$ cat src/logic/rpat_pkg.sv
// Package for the radio packet auxiliary timing and direction-finding block
package rpat_pkg;

  // Register byte offsets
  localparam logic [7:0] OFS_CTRL     = 8'h00;
  localparam logic [7:0] OFS_IFSGAP   = 8'h04;
  localparam logic [7:0] OFS_MATCHCFG = 8'h08;
  localparam logic [7:0] OFS_BCCMP    = 8'h0C;
  localparam logic [7:0] OFS_DFCFG    = 8'h10;
  localparam logic [7:0] OFS_STATUS   = 8'h14;
  localparam logic [7:0] OFS_BCCOUNT  = 8'h18;
  localparam logic [7:0] OFS_CTESTAT  = 8'h1C;
  localparam logic [7:0] OFS_ADDRLO0  = 8'h40;
  localparam logic [7:0] OFS_ADDRHI0  = 8'h60;

  // Control register fields
  localparam int CTRL_SC_END_DIS = 0;
  localparam int CTRL_SC_DIS_TX  = 1;
  localparam int CTRL_SC_DIS_RX  = 2;
  localparam int CTRL_BITORDER   = 3;
  localparam int CTRL_MODE_LSB   = 4;
  localparam int CTRL_MODE_W     = 2;

  // Direction-finding config fields
  localparam int DF_MODE_LSB   = 0;
  localparam int DF_INLINE     = 2;
  localparam int DF_INS1       = 3;
  localparam int DF_SP1_LSB    = 4;
  localparam int DF_SP2_LSB    = 7;
  localparam int DF_SP_W       = 3;
  localparam int DF_RANGE_LSB  = 10;
  localparam int DF_MASK_LSB   = 16;
  localparam int DF_CMP_LSB    = 24;

  // Reset values
  localparam logic [31:0] CTRL_RST    = 32'h0000_0008;
  localparam logic [31:0] IFS_RST     = 32'h0000_0096;
  localparam logic [31:0] DFCFG_RST   = 32'h0000_7C00;

  // Radio modes, direction modes
  localparam logic [1:0] MODE_LE1M = 2'h0;
  localparam logic [1:0] MODE_LE2M = 2'h1;
  localparam logic [1:0] DFM_OFF   = 2'h0;
  localparam logic [1:0] DFM_AOD   = 2'h1;
  localparam logic [1:0] DFM_AOA   = 2'h2;

  // Packet layout
  localparam int ADDR_BITS     = 48;
  localparam int TXADD_BIT     = 6;
  localparam int EXT_SKIP_OCT  = 6;
  localparam int NUM_ADDR      = 8;

  // Timing
  localparam int CLK_MHZ        = 10;
  localparam int US_CYCLES      = CLK_MHZ;
  localparam int CTE_UNIT_US    = 8;
  localparam int CTE_MIN_US     = 16;
  localparam int CTE_MAX_US     = 160;
  localparam int TURNAROUND_US  = 40;
  localparam int TURNAROUND_CYC = TURNAROUND_US * CLK_MHZ;

  typedef enum logic [1:0] {
    RPAT_IDLE = 2'b00,
    RPAT_GAP  = 2'b01,
    RPAT_TX   = 2'b11,
    RPAT_CTE  = 2'b10
  } rpat_state_e;

  // Events, tasks and receive-side data from the radio core
  typedef struct packed {
    logic       rxBit;
    logic [7:0] rxByte;
    logic       rxByteValid;
    logic       addressEvt;
    logic       endEvt;
    logic       disabledEvt;
    logic       stopTask;
    logic       disableTask;
    logic       txEnTask;
    logic       rxEnTask;
    logic       bitTick;
    logic       receiving;
  } rpat_radio_s;

  // Decoded tone-extension setup
  typedef struct packed {
    logic       present;
    logic [7:0] lenUs;
    logic [1:0] cteType;
    logic [2:0] spacing;
    logic       switching;
    logic       toneGen;
  } rpat_cte_s;

endpackage : rpat_pkg

$ cat src/logic/rpat_aux_timing.sv
// Radio packet auxiliary logic: interframe gap, address match, bit counter, direction finding
`timescale 1ns/100ps

module rpat_aux_timing
  import rpat_pkg::*;
#(
  parameter int TURN_CYC = TURNAROUND_CYC
) (
  // Clock and reset
  input  wire logic                clock,
  input  wire logic                rst_n,
  // AHB-Lite slave
  input  wire logic                hsel,
  input  wire logic [31:0]         haddr,
  input  wire logic [1:0]          htrans,
  input  wire logic                hwrite,
  input  wire logic [2:0]          hsize,
  input  wire logic [31:0]         hwdata,
  input  wire logic                hready,
  output logic [31:0]              hrdata,
  output logic                     hreadyout,
  output logic                     hresp,
  // Radio core events
  input  wire rpat_pkg::rpat_radio_s radioIn,
  input  wire logic                bitCounterStartTask,
  input  wire logic                crcDone,
  // Event outputs
  output logic                     bitCounterMatchEvent,
  output logic                     txFirstBit,
  output logic [NUM_ADDR-1:0]      addrMatch,
  output logic                     cteActive,
  output logic                     cteToneOne,
  output logic                     antennaSwitch,
  output logic                     iqSample
);
  import rpat_pkg::*;

  logic [31:0] ctrl_reg, ifs_reg, matchCfg_reg, bcCmp_reg, dfCfg_reg;
  logic [31:0] addrLo_reg [NUM_ADDR];
  logic [15:0] addrHi_reg [NUM_ADDR];
  logic        wrPend_reg;
  logic [7:0]  wrAddr_reg;
  logic [1:0]  modeLatched_reg;

  // AHB-Lite: zero wait states, always OKAY
  // Write data follows its address by one cycle, so the offset is held until then
  wire logic addrPhase = hsel && hready && htrans[1];
  always_ff @(posedge clock or negedge rst_n) begin
    if (!rst_n) begin
      wrPend_reg <= 1'b0;
      wrAddr_reg <= 8'h00;
    end else begin
      wrPend_reg <= addrPhase && hwrite;
      if (addrPhase) begin
        wrAddr_reg <= haddr[7:0];
      end
    end
  end
  assign hreadyout = 1'b1;
  assign hresp     = 1'b0;

  // Shortcuts and gap written directly, take effect immediately
  always_ff @(posedge clock or negedge rst_n) begin
    if (!rst_n) begin
      ctrl_reg     <= CTRL_RST;
      ifs_reg      <= IFS_RST;
      matchCfg_reg <= 32'h0000_0000;
      bcCmp_reg    <= 32'h0000_0000;
      dfCfg_reg    <= DFCFG_RST;
      for (int i = 0; i < NUM_ADDR; i++) begin
        addrLo_reg[i] <= 32'h0000_0000;
        addrHi_reg[i] <= 16'h0000;
      end
    end else if (wrPend_reg) begin
      case (wrAddr_reg)
        OFS_CTRL:     ctrl_reg     <= hwdata;
        OFS_IFSGAP:   ifs_reg      <= {22'h000000, hwdata[9:0]};
        OFS_MATCHCFG: matchCfg_reg <= {16'h0000, hwdata[15:0]};
        OFS_BCCMP:    bcCmp_reg    <= {16'h0000, hwdata[15:0]};
        OFS_DFCFG:    dfCfg_reg    <= hwdata;
        default: begin
          for (int i = 0; i < NUM_ADDR; i++) begin
            if (wrAddr_reg == OFS_ADDRLO0 + 8'(4 * i)) addrLo_reg[i] <= hwdata;
            if (wrAddr_reg == OFS_ADDRHI0 + 8'(4 * i)) addrHi_reg[i] <= hwdata[15:0];
          end
        end
      endcase
    end
  end

  // Mode buffered at enable tasks
  // Mode changes mid-packet are ignored until the next enable task
  always_ff @(posedge clock or negedge rst_n) begin
    if (!rst_n) begin
      modeLatched_reg <= MODE_LE1M;
    end else if (radioIn.txEnTask || radioIn.rxEnTask) begin
      modeLatched_reg <= ctrl_reg[CTRL_MODE_LSB +: CTRL_MODE_W];
    end
  end

  // Interframe gap
  // Counter starts at one on the end event so the pulse lands exactly on the gap
  rpat_state_e gapState_reg;
  logic [15:0] gapCnt_reg;
  wire logic   gapArmed = ctrl_reg[CTRL_SC_END_DIS] &&
                          (ctrl_reg[CTRL_SC_DIS_TX] || ctrl_reg[CTRL_SC_DIS_RX]);
  wire logic [15:0] gapTarget = 16'(ifs_reg[9:0] * US_CYCLES);
  wire logic [15:0] gapLimit  = (gapTarget > 16'(TURN_CYC)) ? gapTarget : 16'(TURN_CYC);

  always_ff @(posedge clock or negedge rst_n) begin
    if (!rst_n) begin
      gapState_reg <= RPAT_IDLE;
      gapCnt_reg   <= 16'h0000;
      txFirstBit   <= 1'b0;
    end else begin
      txFirstBit <= 1'b0;
      case (gapState_reg)
        RPAT_IDLE: if (radioIn.endEvt && gapArmed) begin
          gapState_reg <= RPAT_GAP;
          gapCnt_reg   <= 16'h0001;
        end
        RPAT_GAP: begin
          if (gapCnt_reg >= gapLimit - 16'h0001) begin
            txFirstBit   <= 1'b1;
            gapState_reg <= RPAT_IDLE;
          end else begin
            gapCnt_reg <= gapCnt_reg + 16'h0001;
          end
        end
        default: gapState_reg <= RPAT_IDLE;
      endcase
    end
  end

  // Device address match
  logic [47:0] shAddr_reg;
  logic [5:0]  addrBits_reg;
  logic        txAdd_reg, hdrSeen_reg;
  wire logic   matchOn = radioIn.receiving && ctrl_reg[CTRL_BITORDER];
  always_ff @(posedge clock or negedge rst_n) begin
    if (!rst_n) begin
      shAddr_reg   <= 48'h0000_0000_0000;
      addrBits_reg <= 6'h00;
      txAdd_reg    <= 1'b0;
      hdrSeen_reg  <= 1'b0;
      addrMatch    <= '0;
    end else if (radioIn.addressEvt || !matchOn) begin
      addrBits_reg <= 6'h00;
      hdrSeen_reg  <= 1'b0;
      if (!matchOn) addrMatch <= '0;
    end else begin
      if (radioIn.rxByteValid && !hdrSeen_reg) begin
        txAdd_reg   <= radioIn.rxByte[TXADD_BIT];
        hdrSeen_reg <= 1'b1;
      end
      if (radioIn.bitTick && hdrSeen_reg && addrBits_reg < 6'(ADDR_BITS)) begin
        shAddr_reg   <= {radioIn.rxBit, shAddr_reg[47:1]};
        addrBits_reg <= addrBits_reg + 6'h01;
        if (addrBits_reg == 6'(ADDR_BITS - 1)) begin
          for (int i = 0; i < NUM_ADDR; i++) begin
            addrMatch[i] <= matchCfg_reg[i] &&
                            ({radioIn.rxBit, shAddr_reg[47:1]} == {addrHi_reg[i], addrLo_reg[i]}) &&
                            (txAdd_reg == matchCfg_reg[NUM_ADDR + i]);
          end
        end
      end
    end
  end

  // Bit counter
  // A clear in the same cycle as a start wins, so no count survives the packet end
  logic        bcRun_reg;
  logic [15:0] bcCnt_reg;
  always_ff @(posedge clock or negedge rst_n) begin
    if (!rst_n) begin
      bcRun_reg            <= 1'b0;
      bcCnt_reg            <= 16'h0000;
      bitCounterMatchEvent <= 1'b0;
    end else begin
      bitCounterMatchEvent <= 1'b0;
      if (radioIn.stopTask || radioIn.disableTask || radioIn.endEvt || radioIn.disabledEvt) begin
        bcRun_reg <= 1'b0;
        bcCnt_reg <= 16'h0000;
      end else if (bitCounterStartTask) begin
        bcRun_reg <= 1'b1;
        bcCnt_reg <= 16'h0000;
      end else if (bcRun_reg && radioIn.bitTick) begin
        bcCnt_reg <= bcCnt_reg + 16'h0001;
        if (bcCnt_reg + 16'h0001 == bcCmp_reg[15:0]) bitCounterMatchEvent <= 1'b1;
      end
    end
  end

  // Inline CTE parsing
  logic [3:0]  byteIdx_reg;
  logic [7:0]  hdr0_reg;
  logic        cp_reg, s1Present_reg;
  logic [3:0]  infoIdx_reg;
  rpat_cte_s   cte_reg;
  wire logic   inlineOn = dfCfg_reg[DF_INLINE] && radioIn.receiving;
  wire logic   dataPdu  = dfCfg_reg[DF_INS1];
  wire logic [4:0] timeBound = dfCfg_reg[DF_RANGE_LSB +: 5];

  function automatic logic [7:0] cte_len_us(input logic [5:0] t, input logic [4:0] bound);
    logic [5:0] v;
    v = t;
    if (v < 6'h02) v = 6'h02;
    if (v > {1'b0, bound}) v = {1'b0, bound};
    cte_len_us = 8'(v * CTE_UNIT_US);
  endfunction

  always_ff @(posedge clock or negedge rst_n) begin
    if (!rst_n) begin
      byteIdx_reg   <= 4'h0;
      hdr0_reg      <= 8'h00;
      cp_reg        <= 1'b0;
      s1Present_reg <= 1'b0;
      infoIdx_reg   <= 4'hF;
      cte_reg       <= '0;
    end else if (radioIn.addressEvt) begin
      byteIdx_reg <= 4'h0;
      infoIdx_reg <= 4'hF;
      cte_reg     <= '0;
    end else if (inlineOn && radioIn.rxByteValid && byteIdx_reg != 4'hF) begin
      byteIdx_reg <= byteIdx_reg + 4'h1;
      if (byteIdx_reg == 4'h0) begin
        hdr0_reg      <= radioIn.rxByte;
        s1Present_reg <= (radioIn.rxByte & dfCfg_reg[DF_MASK_LSB +: 8]) == dfCfg_reg[DF_CMP_LSB +: 8];
      end
      if (byteIdx_reg == 4'h1 && dataPdu) begin
        cp_reg <= radioIn.rxByte[5];
        if (s1Present_reg && radioIn.rxByte[5]) infoIdx_reg <= 4'h2;
      end
      if (byteIdx_reg == 4'h2 && !dataPdu && s1Present_reg && radioIn.rxByte[5:0] != 6'h00) begin
        infoIdx_reg <= 4'h3; // Flags octet follows ext header length
      end
      if (byteIdx_reg == 4'h3 && !dataPdu && infoIdx_reg == 4'h3) begin
        cp_reg      <= radioIn.rxByte[2];
        infoIdx_reg <= !radioIn.rxByte[2] ? 4'hF :
                       (|radioIn.rxByte[1:0]) ? 4'(4 + EXT_SKIP_OCT) : 4'h4;
      end
      if (byteIdx_reg == infoIdx_reg && byteIdx_reg != 4'h3) begin
        cte_reg.present   <= 1'b1;
        cte_reg.lenUs     <= cte_len_us(radioIn.rxByte[5:0], timeBound);
        cte_reg.cteType   <= radioIn.rxByte[7:6];
        cte_reg.switching <= radioIn.rxByte[7:6] == 2'h0; // AoA receive switches
        cte_reg.toneGen   <= 1'b0;
        case (radioIn.rxByte[7:6])
          2'h1:    cte_reg.spacing <= dfCfg_reg[DF_SP1_LSB +: DF_SP_W];
          2'h2:    cte_reg.spacing <= dfCfg_reg[DF_SP2_LSB +: DF_SP_W];
          default: cte_reg.spacing <= 3'h0;
        endcase
      end
    end
  end

  // Extension sequencer: guard 4 us, reference 8 us, then slots
  localparam logic [7:0] GUARD_END = 8'h04;
  localparam logic [7:0] REF_END   = 8'h0C;
  logic [7:0] cteUs_reg;
  logic [3:0] usDiv_reg;
  logic [7:0] cteLen_reg;
  logic       slotTwo_reg;
  wire logic [1:0] dfMode = dfCfg_reg[DF_MODE_LSB +: 2];
  wire logic  dfAllowed = modeLatched_reg == MODE_LE1M || modeLatched_reg == MODE_LE2M;
  wire logic  isTx = !radioIn.receiving;
  wire logic  doSwitch = (dfMode == DFM_AOA && !isTx) || (dfMode == DFM_AOD && isTx);
  wire logic  txStart = crcDone && isTx && dfMode != DFM_OFF && dfAllowed;
  wire logic  rxStart = crcDone && !isTx && dfMode != DFM_OFF && dfAllowed && (!inlineOn || cte_reg.present);
  wire logic [7:0] txLen = (cte_reg.lenUs < 8'(CTE_MIN_US)) ? 8'(CTE_MIN_US) :
                           (cte_reg.lenUs > 8'(CTE_MAX_US)) ? 8'(CTE_MAX_US) : cte_reg.lenUs;

  always_ff @(posedge clock or negedge rst_n) begin
    if (!rst_n) begin
      cteActive     <= 1'b0;
      cteToneOne    <= 1'b0;
      antennaSwitch <= 1'b0;
      iqSample      <= 1'b0;
      cteUs_reg     <= 8'h00;
      usDiv_reg     <= 4'h0;
      cteLen_reg    <= 8'h00;
      slotTwo_reg   <= 1'b0;
    end else begin
      antennaSwitch <= 1'b0;
      iqSample      <= 1'b0;
      if (!cteActive) begin
        if (txStart || rxStart) begin
          cteActive   <= 1'b1;
          cteToneOne  <= isTx; // Ones, whitening bypassed
          cteLen_reg  <= isTx ? txLen : (inlineOn ? cte_reg.lenUs : 8'(CTE_MIN_US));
          slotTwo_reg <= cte_reg.cteType == 2'h2;
          cteUs_reg   <= 8'h00;
          usDiv_reg   <= 4'h0;
        end
      end else if (usDiv_reg == 4'(US_CYCLES - 1)) begin
        usDiv_reg <= 4'h0;
        cteUs_reg <= cteUs_reg + 8'h01;
        if (cteUs_reg + 8'h01 >= cteLen_reg) begin
          cteActive  <= 1'b0;
          cteToneOne <= 1'b0;
        end
        if (cteUs_reg < GUARD_END) begin
          antennaSwitch <= doSwitch && cteUs_reg == 8'h00;
        end else if (cteUs_reg < REF_END) begin
          iqSample <= !isTx;
        end else begin
          // Equal switch and sample slots of 1 or 2 us
          if (slotTwo_reg ? (cteUs_reg[1:0] == 2'h0) : !cteUs_reg[0]) antennaSwitch <= doSwitch;
          if (slotTwo_reg ? (cteUs_reg[1:0] == 2'h2) : cteUs_reg[0]) iqSample <= !isTx;
        end
      end else begin
        usDiv_reg <= usDiv_reg + 4'h1;
      end
    end
  end

  // Read mux: registered, so data stands in the data phase with no wait state
  always_ff @(posedge clock or negedge rst_n) begin
    if (!rst_n) begin
      hrdata <= 32'h0000_0000;
    end else if (addrPhase && !hwrite) begin
      case (haddr[7:0])
        OFS_CTRL:     hrdata <= ctrl_reg;
        OFS_IFSGAP:   hrdata <= ifs_reg;
        OFS_MATCHCFG: hrdata <= matchCfg_reg;
        OFS_BCCMP:    hrdata <= bcCmp_reg;
        OFS_DFCFG:    hrdata <= dfCfg_reg;
        // Status packs mode, gap state, counter run, extension and match bits
        OFS_STATUS:   hrdata <= {18'h00000, modeLatched_reg, gapState_reg, bcRun_reg, cteActive, addrMatch};
        OFS_BCCOUNT:  hrdata <= {16'h0000, bcCnt_reg};
        OFS_CTESTAT:  hrdata <= {16'h0000, cte_reg.present, cp_reg, cte_reg.cteType, 4'h0, cte_reg.lenUs};
        default: begin
          hrdata <= 32'h0000_0000;
          for (int i = 0; i < NUM_ADDR; i++) begin
            if (haddr[7:0] == OFS_ADDRLO0 + 8'(4 * i)) hrdata <= addrLo_reg[i];
            if (haddr[7:0] == OFS_ADDRHI0 + 8'(4 * i)) hrdata <= {16'h0000, addrHi_reg[i]};
          end
        end
      endcase
    end
  end

  wire logic unusedHdr = ^{hsize, hdr0_reg};

endmodule // rpat_aux_timing

$ cat config.mk
export PLATFORM = sky130hd
export DESIGN_NAME = rpat_aux_timing
export DESIGN_NICKNAME = d
export VERILOG_FILES = /design/src/logic/rpat_pkg.sv /design/src/logic/rpat_aux_timing.sv
export SDC_FILE = /design/constraint.sdc
export NUM_CORES = 1
export LEC_CHECK = 0
export BUFFER_PORTS_ARGS = -buffer_cell sky130_fd_sc_hd__buf_2
export CAP_MARGIN = 20
export CORE_MARGIN = 8
export CORE_UTILIZATION = 55
export CTS_CLUSTER_DIAMETER = 150
export DETAILED_ROUTE_END_ITERATION = 12
export GPL_ROUTABILITY_DRIVEN = 1
export PLACE_DENSITY = 0.68
export REMOVE_ABC_BUFFERS = 1
export SYNTH_ARGS = -nofsm -noshare
export SYNTH_HDL_FRONTEND = slang
export SYNTH_SLANG_ARGS = --single-unit
$ cat constraint.sdc
create_clock -name clock -period 11.1 [get_ports clock]
set_clock_uncertainty 0.05 [all_clocks]
set_input_delay 1.665 -clock clock [delete_from_list [all_inputs] [get_ports clock]]
set_output_delay 1.665 -clock clock [all_outputs]
set_load 0.02 [all_outputs]
Word-level counts from Yosys, hierarchy flattened
Cells that the tools add are included.
{ "totals": {"reg_bits": 680, "output_inout_bits": 48} }
{ "classes": {"order_cmp": 10, "n_mul": 1, "bitwise": 5, "n_reduce_logical": 122, "n_eq_ne": 84, "mux": 94, "n_addsub": 7} }
{ "op_table": {"columns": ["operator", "count"], "rows": [
  ["32-bit two-way mux", 16],
  ["48-bit equality test", 8],
  ["8-bit by 7-bit equality test with 1-bit output (second input constant)", 32],
  ["32-bit case mux with 8 select lines", 1],
  ["16-bit two-way mux", 8],
  ["8-bit two-way mux", 11],
  ["3-bit AND reduction", 22],
  ["4-bit two-way mux", 13],
  ["1-bit logical AND", 48],
  ["8-bit by 5-bit equality test with 1-bit output (second input constant)", 5],
  ["6-bit two-way mux", 6],
  ["16-bit by 1-bit adder with 16-bit output (second input constant)", 2],
  ["8-bit by 4-bit equality test with 1-bit output (second input constant)", 4],
  ["1-bit two-way mux", 32],
  ["16-bit case mux with 2 select lines", 1],
  ["8-bit zero test", 3],
  ["2-bit AND reduction", 11],
  ["2-bit nonzero test", 10],
  ["16-bit equality test", 1],
  ["8-bit by 3-bit equality test with 1-bit output (second input constant)", 2],
  ["16-bit greater-or-equal comparator", 1],
  ["14-bit by 1-bit subtractor with 15-bit output (second input constant)", 1],
  ["14-bit by 9-bit greater-than comparator with 1-bit output (second input constant)", 1],
  ["14-bit two-way mux", 1],
  ["40 further kinds", 83]
]} }

Longest topological paths before layout
{ "logic_depth": {"depth_word": 18, "depth_mapped": 26, "mapped_depth_nobuf": 25} }

Worst setup path before layout
OpenSTA, ideal clock, no wires.
{ "synth_path": {"kind": "flip-flop to flip-flop", "startpoint": "reg ifs_reg[7]", "endpoint": "reg gapCnt_reg[0]", "stages_incl_launch_ff": 26, "arrival_ns": 5.396, "setup_ns": 0.125, "path_slack_ns": 5.529, "period_less_slack_ns": 5.571, "path_buffers": 2, "t_required_ns": 10.925, "cell_sequence": "dfstp_2 ha_1 ha_1 buf_2 nor2b_1 a221o_1 a211oi_2 o41a_1 nand4_1 nand2_1 ha_1 nor3b_1 nand3_1 nor3_1 and2_1 nand3_1 xnor2_1 ha_1 nand4_1 nor2_1 o211ai_1 a2111o_1 nand3_1 clkbuf_1 nand2_1 mux2_2"} }
{ "synth_between": {"elab_chain_len": 7} }
{ "synth_lines": {"columns": ["item", "line_no", "rtl"], "rows": [
  ["start, declared", "rpat_aux_timing.sv:38", "logic [31:0] ctrl_reg, ifs_reg, matchCfg_reg, bcCmp_reg, dfCfg_reg;"],
  ["start signal, assigned", "rpat_aux_timing.sv:77", "OFS_IFSGAP: ifs_reg <= {22'h000000, hwdata[9:0]};"],
  ["10-bit by 3-bit multiplier with 13-bit output *", "rpat_aux_timing.sv:107", "wire logic [15:0] gapTarget = 16'(ifs_reg[9:0] * US_CYCLES);"],
  ["14-bit by 9-bit greater-than comparator with 1-bit output", "rpat_aux_timing.sv:108", "wire logic [15:0] gapLimit = (gapTarget > 16'(TURN_CYC)) ? gapTarget : 16'(TURN_CYC);"],
  ["14-bit two-way mux *", "rpat_aux_timing.sv:108", null],
  ["14-bit by 1-bit subtractor with 15-bit output *", "rpat_aux_timing.sv:123", "if (gapCnt_reg >= gapLimit - 16'h0001) begin"],
  ["16-bit greater-or-equal comparator *", "rpat_aux_timing.sv:123", null],
  ["2-bit != test (no source line) *", null, null],
  ["3-bit AND reduction (no source line) *", null, null],
  ["end signal, assigned", "rpat_aux_timing.sv:127", "gapCnt_reg <= gapCnt_reg + 16'h0001;"],
  ["end, declared", "rpat_aux_timing.sv:104", "logic [15:0] gapCnt_reg;"]
]} }
Mark *: on every way between the ends. The rest lies on a longest branch, timed or not.
A chain may end at the register's enable or synchronous reset.

Final worst setup path
{ "layout_path": {"startpoint": "reg ifs_reg[2]", "endpoint": "reg gapCnt_reg[15]"} }
The elaborated chain is that of the path after synthesis.

==> Flow_metrics.wiki <==
{| class="wikitable"
! Metric !! Value
|-
| Required time of the critical path || approximately 12 ns
|-
| Most area-consuming cells after synthesis || sky130_fd_sc_hd__dfrtp_1 (44%), sky130_fd_sc_hd__mux2_2 (16%), sky130_fd_sc_hd__xnor2_1 (5.2%)
|-
| Final setup viols || 0
|-
| Area of the die || between 70000 and 80000 um2
|-
| Relative area change from synthesis to final layout || 10.2%
|-
| Clock-pin slew reported for the worst setup and hold paths after clock tree synthesis || approximately 0.060 ns
|-
| Launch instance of the worst min-delay path || cteLen_reg[5]
|-
| Final-layout fill cell count || 5585
|-
| # Post-CTS Setup Buffers || 0
|-
| Remaining antenna violation count after routing || 0
|-
| Setup repair after global routing missed its margin || no
|-
| Setup total negative slack || 0 ns
|-
| Gate count after technology mapping || ~3.5k
|-
| Portion of the post-synthesis area used by sequential elements || 44.9%
|-
| Nature of the critical path startpoint || register
|-
| Number of buffers created by CTS || 75
|-
| Final design instance area without fill || approximately 41000 um2
|-
| Die boundary height || between 200 and 300 um
|-
| Crit Reg-Reg Startpoint || ifs_reg[2]
|-
| Number of antenna violations at the first check in global routing || 14
|-
| Average detailed-routed wire length per instance || ~36 um
|-
| Average cell area after synthesis || around 11 um2
|-
| Final Cycle Share || 60.5%
|-
| Terminating pin of the worst hold path || cteLen_reg[5]
|-
| Clock sinks || 672
|-
| Half-perimeter wire length after detailed placement || about 110 mm
|-
| Post-synthesis cell type count || between 90 and 100
|-
| Capture point of the worst reg-to-reg path || gapCnt_reg[15]
|-
| Total number of yosys warnings || 0
|-
| Total grt overflow || 0
|-
| Leakage dissipation || about 18 nW
|-
| H-tree levels || 3
|-
| CP Class || reg2reg
|-
| GRT Overall Usage || a little over 40%
|-
| Hold crit path type || reg2reg
|-
| Area share of the largest cell type after synthesis || a little over two fifths
|-
| EDFF count, synth || 0
|-
| Most used DFF post-synth || sky130_fd_sc_hd__dfrtp_1
|-
| Power density of the placed cells || approximately 150 nW/um2
|-
| IR drop worst, VDD || roughly 0.00011 V
|-
| Count of input and output buffers || 112
|-
| Gpl congestion || 1.07
|-
| Slew of the pin with the lowest slew margin || ~1.2 ns
|-
| Clock tree root driver cell || sky130_fd_sc_hd__clkbuf_16
|-
| Flip-flop and latch count after synthesis || approximately 670
|-
| Placed cell areas || about 39000 um2
|-
| Fraction of layout cells with a size suffix above 1 || 24.9%
|-
| Number of buffers between clock root and the deepest sink || 3
|-
| Via count || 31.4k
|-
| Flop2flop setup slack || ~4.4 ns
|-
| Post-cts repair resize count || 0
|-
| Io pins || 143
|-
| Total Routed Length || about 160 mm
|-
| Number of nets in the finished design || 3687
|-
| Later-pin clock latency in the skew report || between 0.6 and 0.7 ns
|-
| Critical path arrival || 7.21 ns
|-
| Final hold viol count || 0
|-
| Maximum number of pins on one net before global-route repair || about 160
|-
| Starting Density || a little under three fifths
|-
| Std-Cell Core Area || approximately 67000 um2
|-
| Final Non-Filler Cells || between 4k and 5k
|-
| Upper clock frequency limit || around 0.15 GHz
|-
| Clock tree from TritonCTS || built
|-
| Largest fanout on the critical path || 27
|-
| Outcome || finished, final reports clean
|-
| Routed vias/inst || between 7 and 8
|-
| Max-Cap Viols || 0
|-
| Combined area of all synthesized cells || about 37000 um2
|-
| FF-to-FF path depth || 22
|-
| First DRT Iteration DRCs || 4267
|-
| Overall power || about 6.1 mW
|-
| Number of DRC violations after detailed routing || 0
|-
| Max-slew headroom at the worst pin || between 20% and 30%
|-
| Final Slew Violations || 0
|-
| Number of hold-repair buffers added at the cts stage || 0
|-
| Vias in the first global route || about 31k
|-
| Placement row count || 95
|-
| Number of cells after detailed placement || ~4.3k
|-
| Horizontal extent of the die || 277 um
|-
| Async set-or-reset flop fraction in the synthesized netlist || 100%
|-
| Final critical path time including I/O delays and setup || around 6.7 ns
|-
| Largest register FFs || ~260
|-
| Cell type with the largest total area after synthesis || sky130_fd_sc_hd__dfrtp_1
|-
| Pre-antenna DRT Iters || 8
|-
| Number of cells on the worst hold path || 2
|-
| First-pass GRT wire length || between 200 and 250 mm
|-
| Capturing element type of the critical path || register
|}
## final cells by class
cell class / instances / area [um2] / area share [%]
diodes: 4 / 10.0 / 0.0242
repair buffers: 190 / 1210 / 2.94
inverters: 88 / 330 / 0.800
flip-flops and latches: 672 / 16800 / 40.8
clock inverters: 27 / 310 / 0.751
clock buffers: 112 / 2280 / 5.52
multi-input cells: 2509 / 19200 / 46.6
well taps: 873 / 1090 / 2.65
## how the worst max path moves through the flow
stage	from	to	slack [ns]	cells past startpoint
after floorplan	ifs_reg[7]	gapCnt_reg[11]	5.45	22
after global placement	ifs_reg[2]	gapCnt_reg[15]	4.72	23
after detailed placement	ifs_reg[2]	gapCnt_reg[7]	4.44	22
after CTS	ifs_reg[2]	gapCnt_reg[15]	4.39	22
after global routing	ifs_reg[2]	gapCnt_reg[7]	3.73	23
final	ifs_reg[2]	gapCnt_reg[15]	4.38	22
## cells in the mapped netlist (all sizes together) (11+ instances only)
library cell / n
a21oi: 149
a221oi: 44
a222oi: 16
a22o: 39
a22oi: 44
a31oi: 31
buf: 122
clkbuf: 156
dfrtp: 658
dfstp: 14
ha: 55
inv: 88
mux2: 519
mux2i: 35
nand2: 203
nand2b: 19
nand3: 74
nand4: 73
nor2: 197
nor2b: 17
nor3: 47
nor3b: 11
nor4: 73
o211ai: 13
o21ai: 167
o221ai: 17
o22ai: 53
o31ai: 13
or3: 18
xnor2: 223
xor2: 180
## logic make-up after synthesis
group | synth area share (%)
DFF | 44.9
adders and majority gates | 1.89
AOI/OAI and AO/OA | 12.8
buffers and inverters | 3.97
and+or+nand+nor | 10.5
xor gates and xnor gates | 9.42
muxes | 16.5
other | 0.0200
## per-stage QoR
| step | utilization (%) | worst slack [ns] | hold slack (ns) |
|---|---|---|---|
| 3_3_place_gp | 57.4 | 4.72 | 0.417 |
| 3_5_place_dp | 57.5 | 4.44 | 0.433 |
| 2_1_floorplan | - | 5.45 | 0.399 |
| 6_report | 61.4 | 4.38 | 0.442 |
| 4_1_cts | 61.3 | 4.39 | 0.447 |
| 5_1_grt | 61.4 | 3.73 | 0.470 |
## routing by layer
| layer | up-vias | GRT usage (%) | part of all wire (%) |
|---|---|---|---|
| met5 | - | 0 | 0.049 |
| met4 | 12 | 27.8 | 8.5 |
| met3 | 602 | 11.7 | 12 |
| met2 | 2162 | 61.3 | 43 |
| met1 | 15842 | 51.4 | 37 |
| li1 | 12819 | - | - |
## critical path, stage by stage, from the launching register on
cell and delay [ns]:
sky130_fd_sc_hd__dfstp_2 0.58, sky130_fd_sc_hd__ha_1 0.26, sky130_fd_sc_hd__ha_1 0.30, sky130_fd_sc_hd__a211oi_1 0.37, sky130_fd_sc_hd__nor2_1 0.15, sky130_fd_sc_hd__o311a_1 0.33, sky130_fd_sc_hd__a31oi_1 0.37, sky130_fd_sc_hd__nand4_1 0.34
sky130_fd_sc_hd__nand2_1 0.19, sky130_fd_sc_hd__ha_1 0.20, sky130_fd_sc_hd__nor3b_1 0.36, sky130_fd_sc_hd__nand3_1 0.17, sky130_fd_sc_hd__nor3_1 0.22, sky130_fd_sc_hd__and2_1 0.21, sky130_fd_sc_hd__a21oi_1 0.10, sky130_fd_sc_hd__ha_1 0.31
sky130_fd_sc_hd__a21o_1 0.17, sky130_fd_sc_hd__a21o_1 0.17, sky130_fd_sc_hd__a21oi_1 0.14, sky130_fd_sc_hd__o211a_1 0.18, sky130_fd_sc_hd__nand3_1 0.65, sky130_fd_sc_hd__nor4_1 0.57, sky130_fd_sc_hd__mux2i_1 0.24
## where the power goes
group,switching [mW],leakage [nW],internal [mW]
Clock,1.09,1.27,1.54
Combinational,0.477,8.10,0.252
Sequential,0.169,8.60,2.58
Total,1.74,18.0,4.38
## cells in the final DEF, fill, tap and decap left out, types with 13 or more instances in the layout
master,n
sky130_fd_sc_hd__a22o_1,39
sky130_fd_sc_hd__clkinv_2,13
sky130_fd_sc_hd__or3_1,17
sky130_fd_sc_hd__dfstp_2,14
sky130_fd_sc_hd__xnor2_1,223
sky130_fd_sc_hd__o221ai_1,17
sky130_fd_sc_hd__a21oi_1,149
sky130_fd_sc_hd__ha_1,55
sky130_fd_sc_hd__o211ai_1,13
sky130_fd_sc_hd__o22ai_1,53
sky130_fd_sc_hd__a22oi_1,43
sky130_fd_sc_hd__inv_1,88
sky130_fd_sc_hd__nor2b_1,16
sky130_fd_sc_hd__nand4_1,73
sky130_fd_sc_hd__buf_4,74
sky130_fd_sc_hd__dfrtp_1,658
sky130_fd_sc_hd__mux2i_1,35
sky130_fd_sc_hd__a222oi_1,16
sky130_fd_sc_hd__o21ai_0,160
sky130_fd_sc_hd__clkbuf_8,20
sky130_fd_sc_hd__nand2b_1,18
sky130_fd_sc_hd__xor2_1,180
sky130_fd_sc_hd__nor2_1,189
sky130_fd_sc_hd__clkbuf_1,14
sky130_fd_sc_hd__nand3_1,74
sky130_fd_sc_hd__buf_2,110
sky130_fd_sc_hd__clkbuf_16,78
sky130_fd_sc_hd__a221oi_1,44
sky130_fd_sc_hd__nand2_1,200
sky130_fd_sc_hd__nor4_1,70
sky130_fd_sc_hd__a31oi_1,31
sky130_fd_sc_hd__mux2_2,519
sky130_fd_sc_hd__o31ai_1,13
sky130_fd_sc_hd__nor3_1,42
Power figures use the tool's default switching activity.
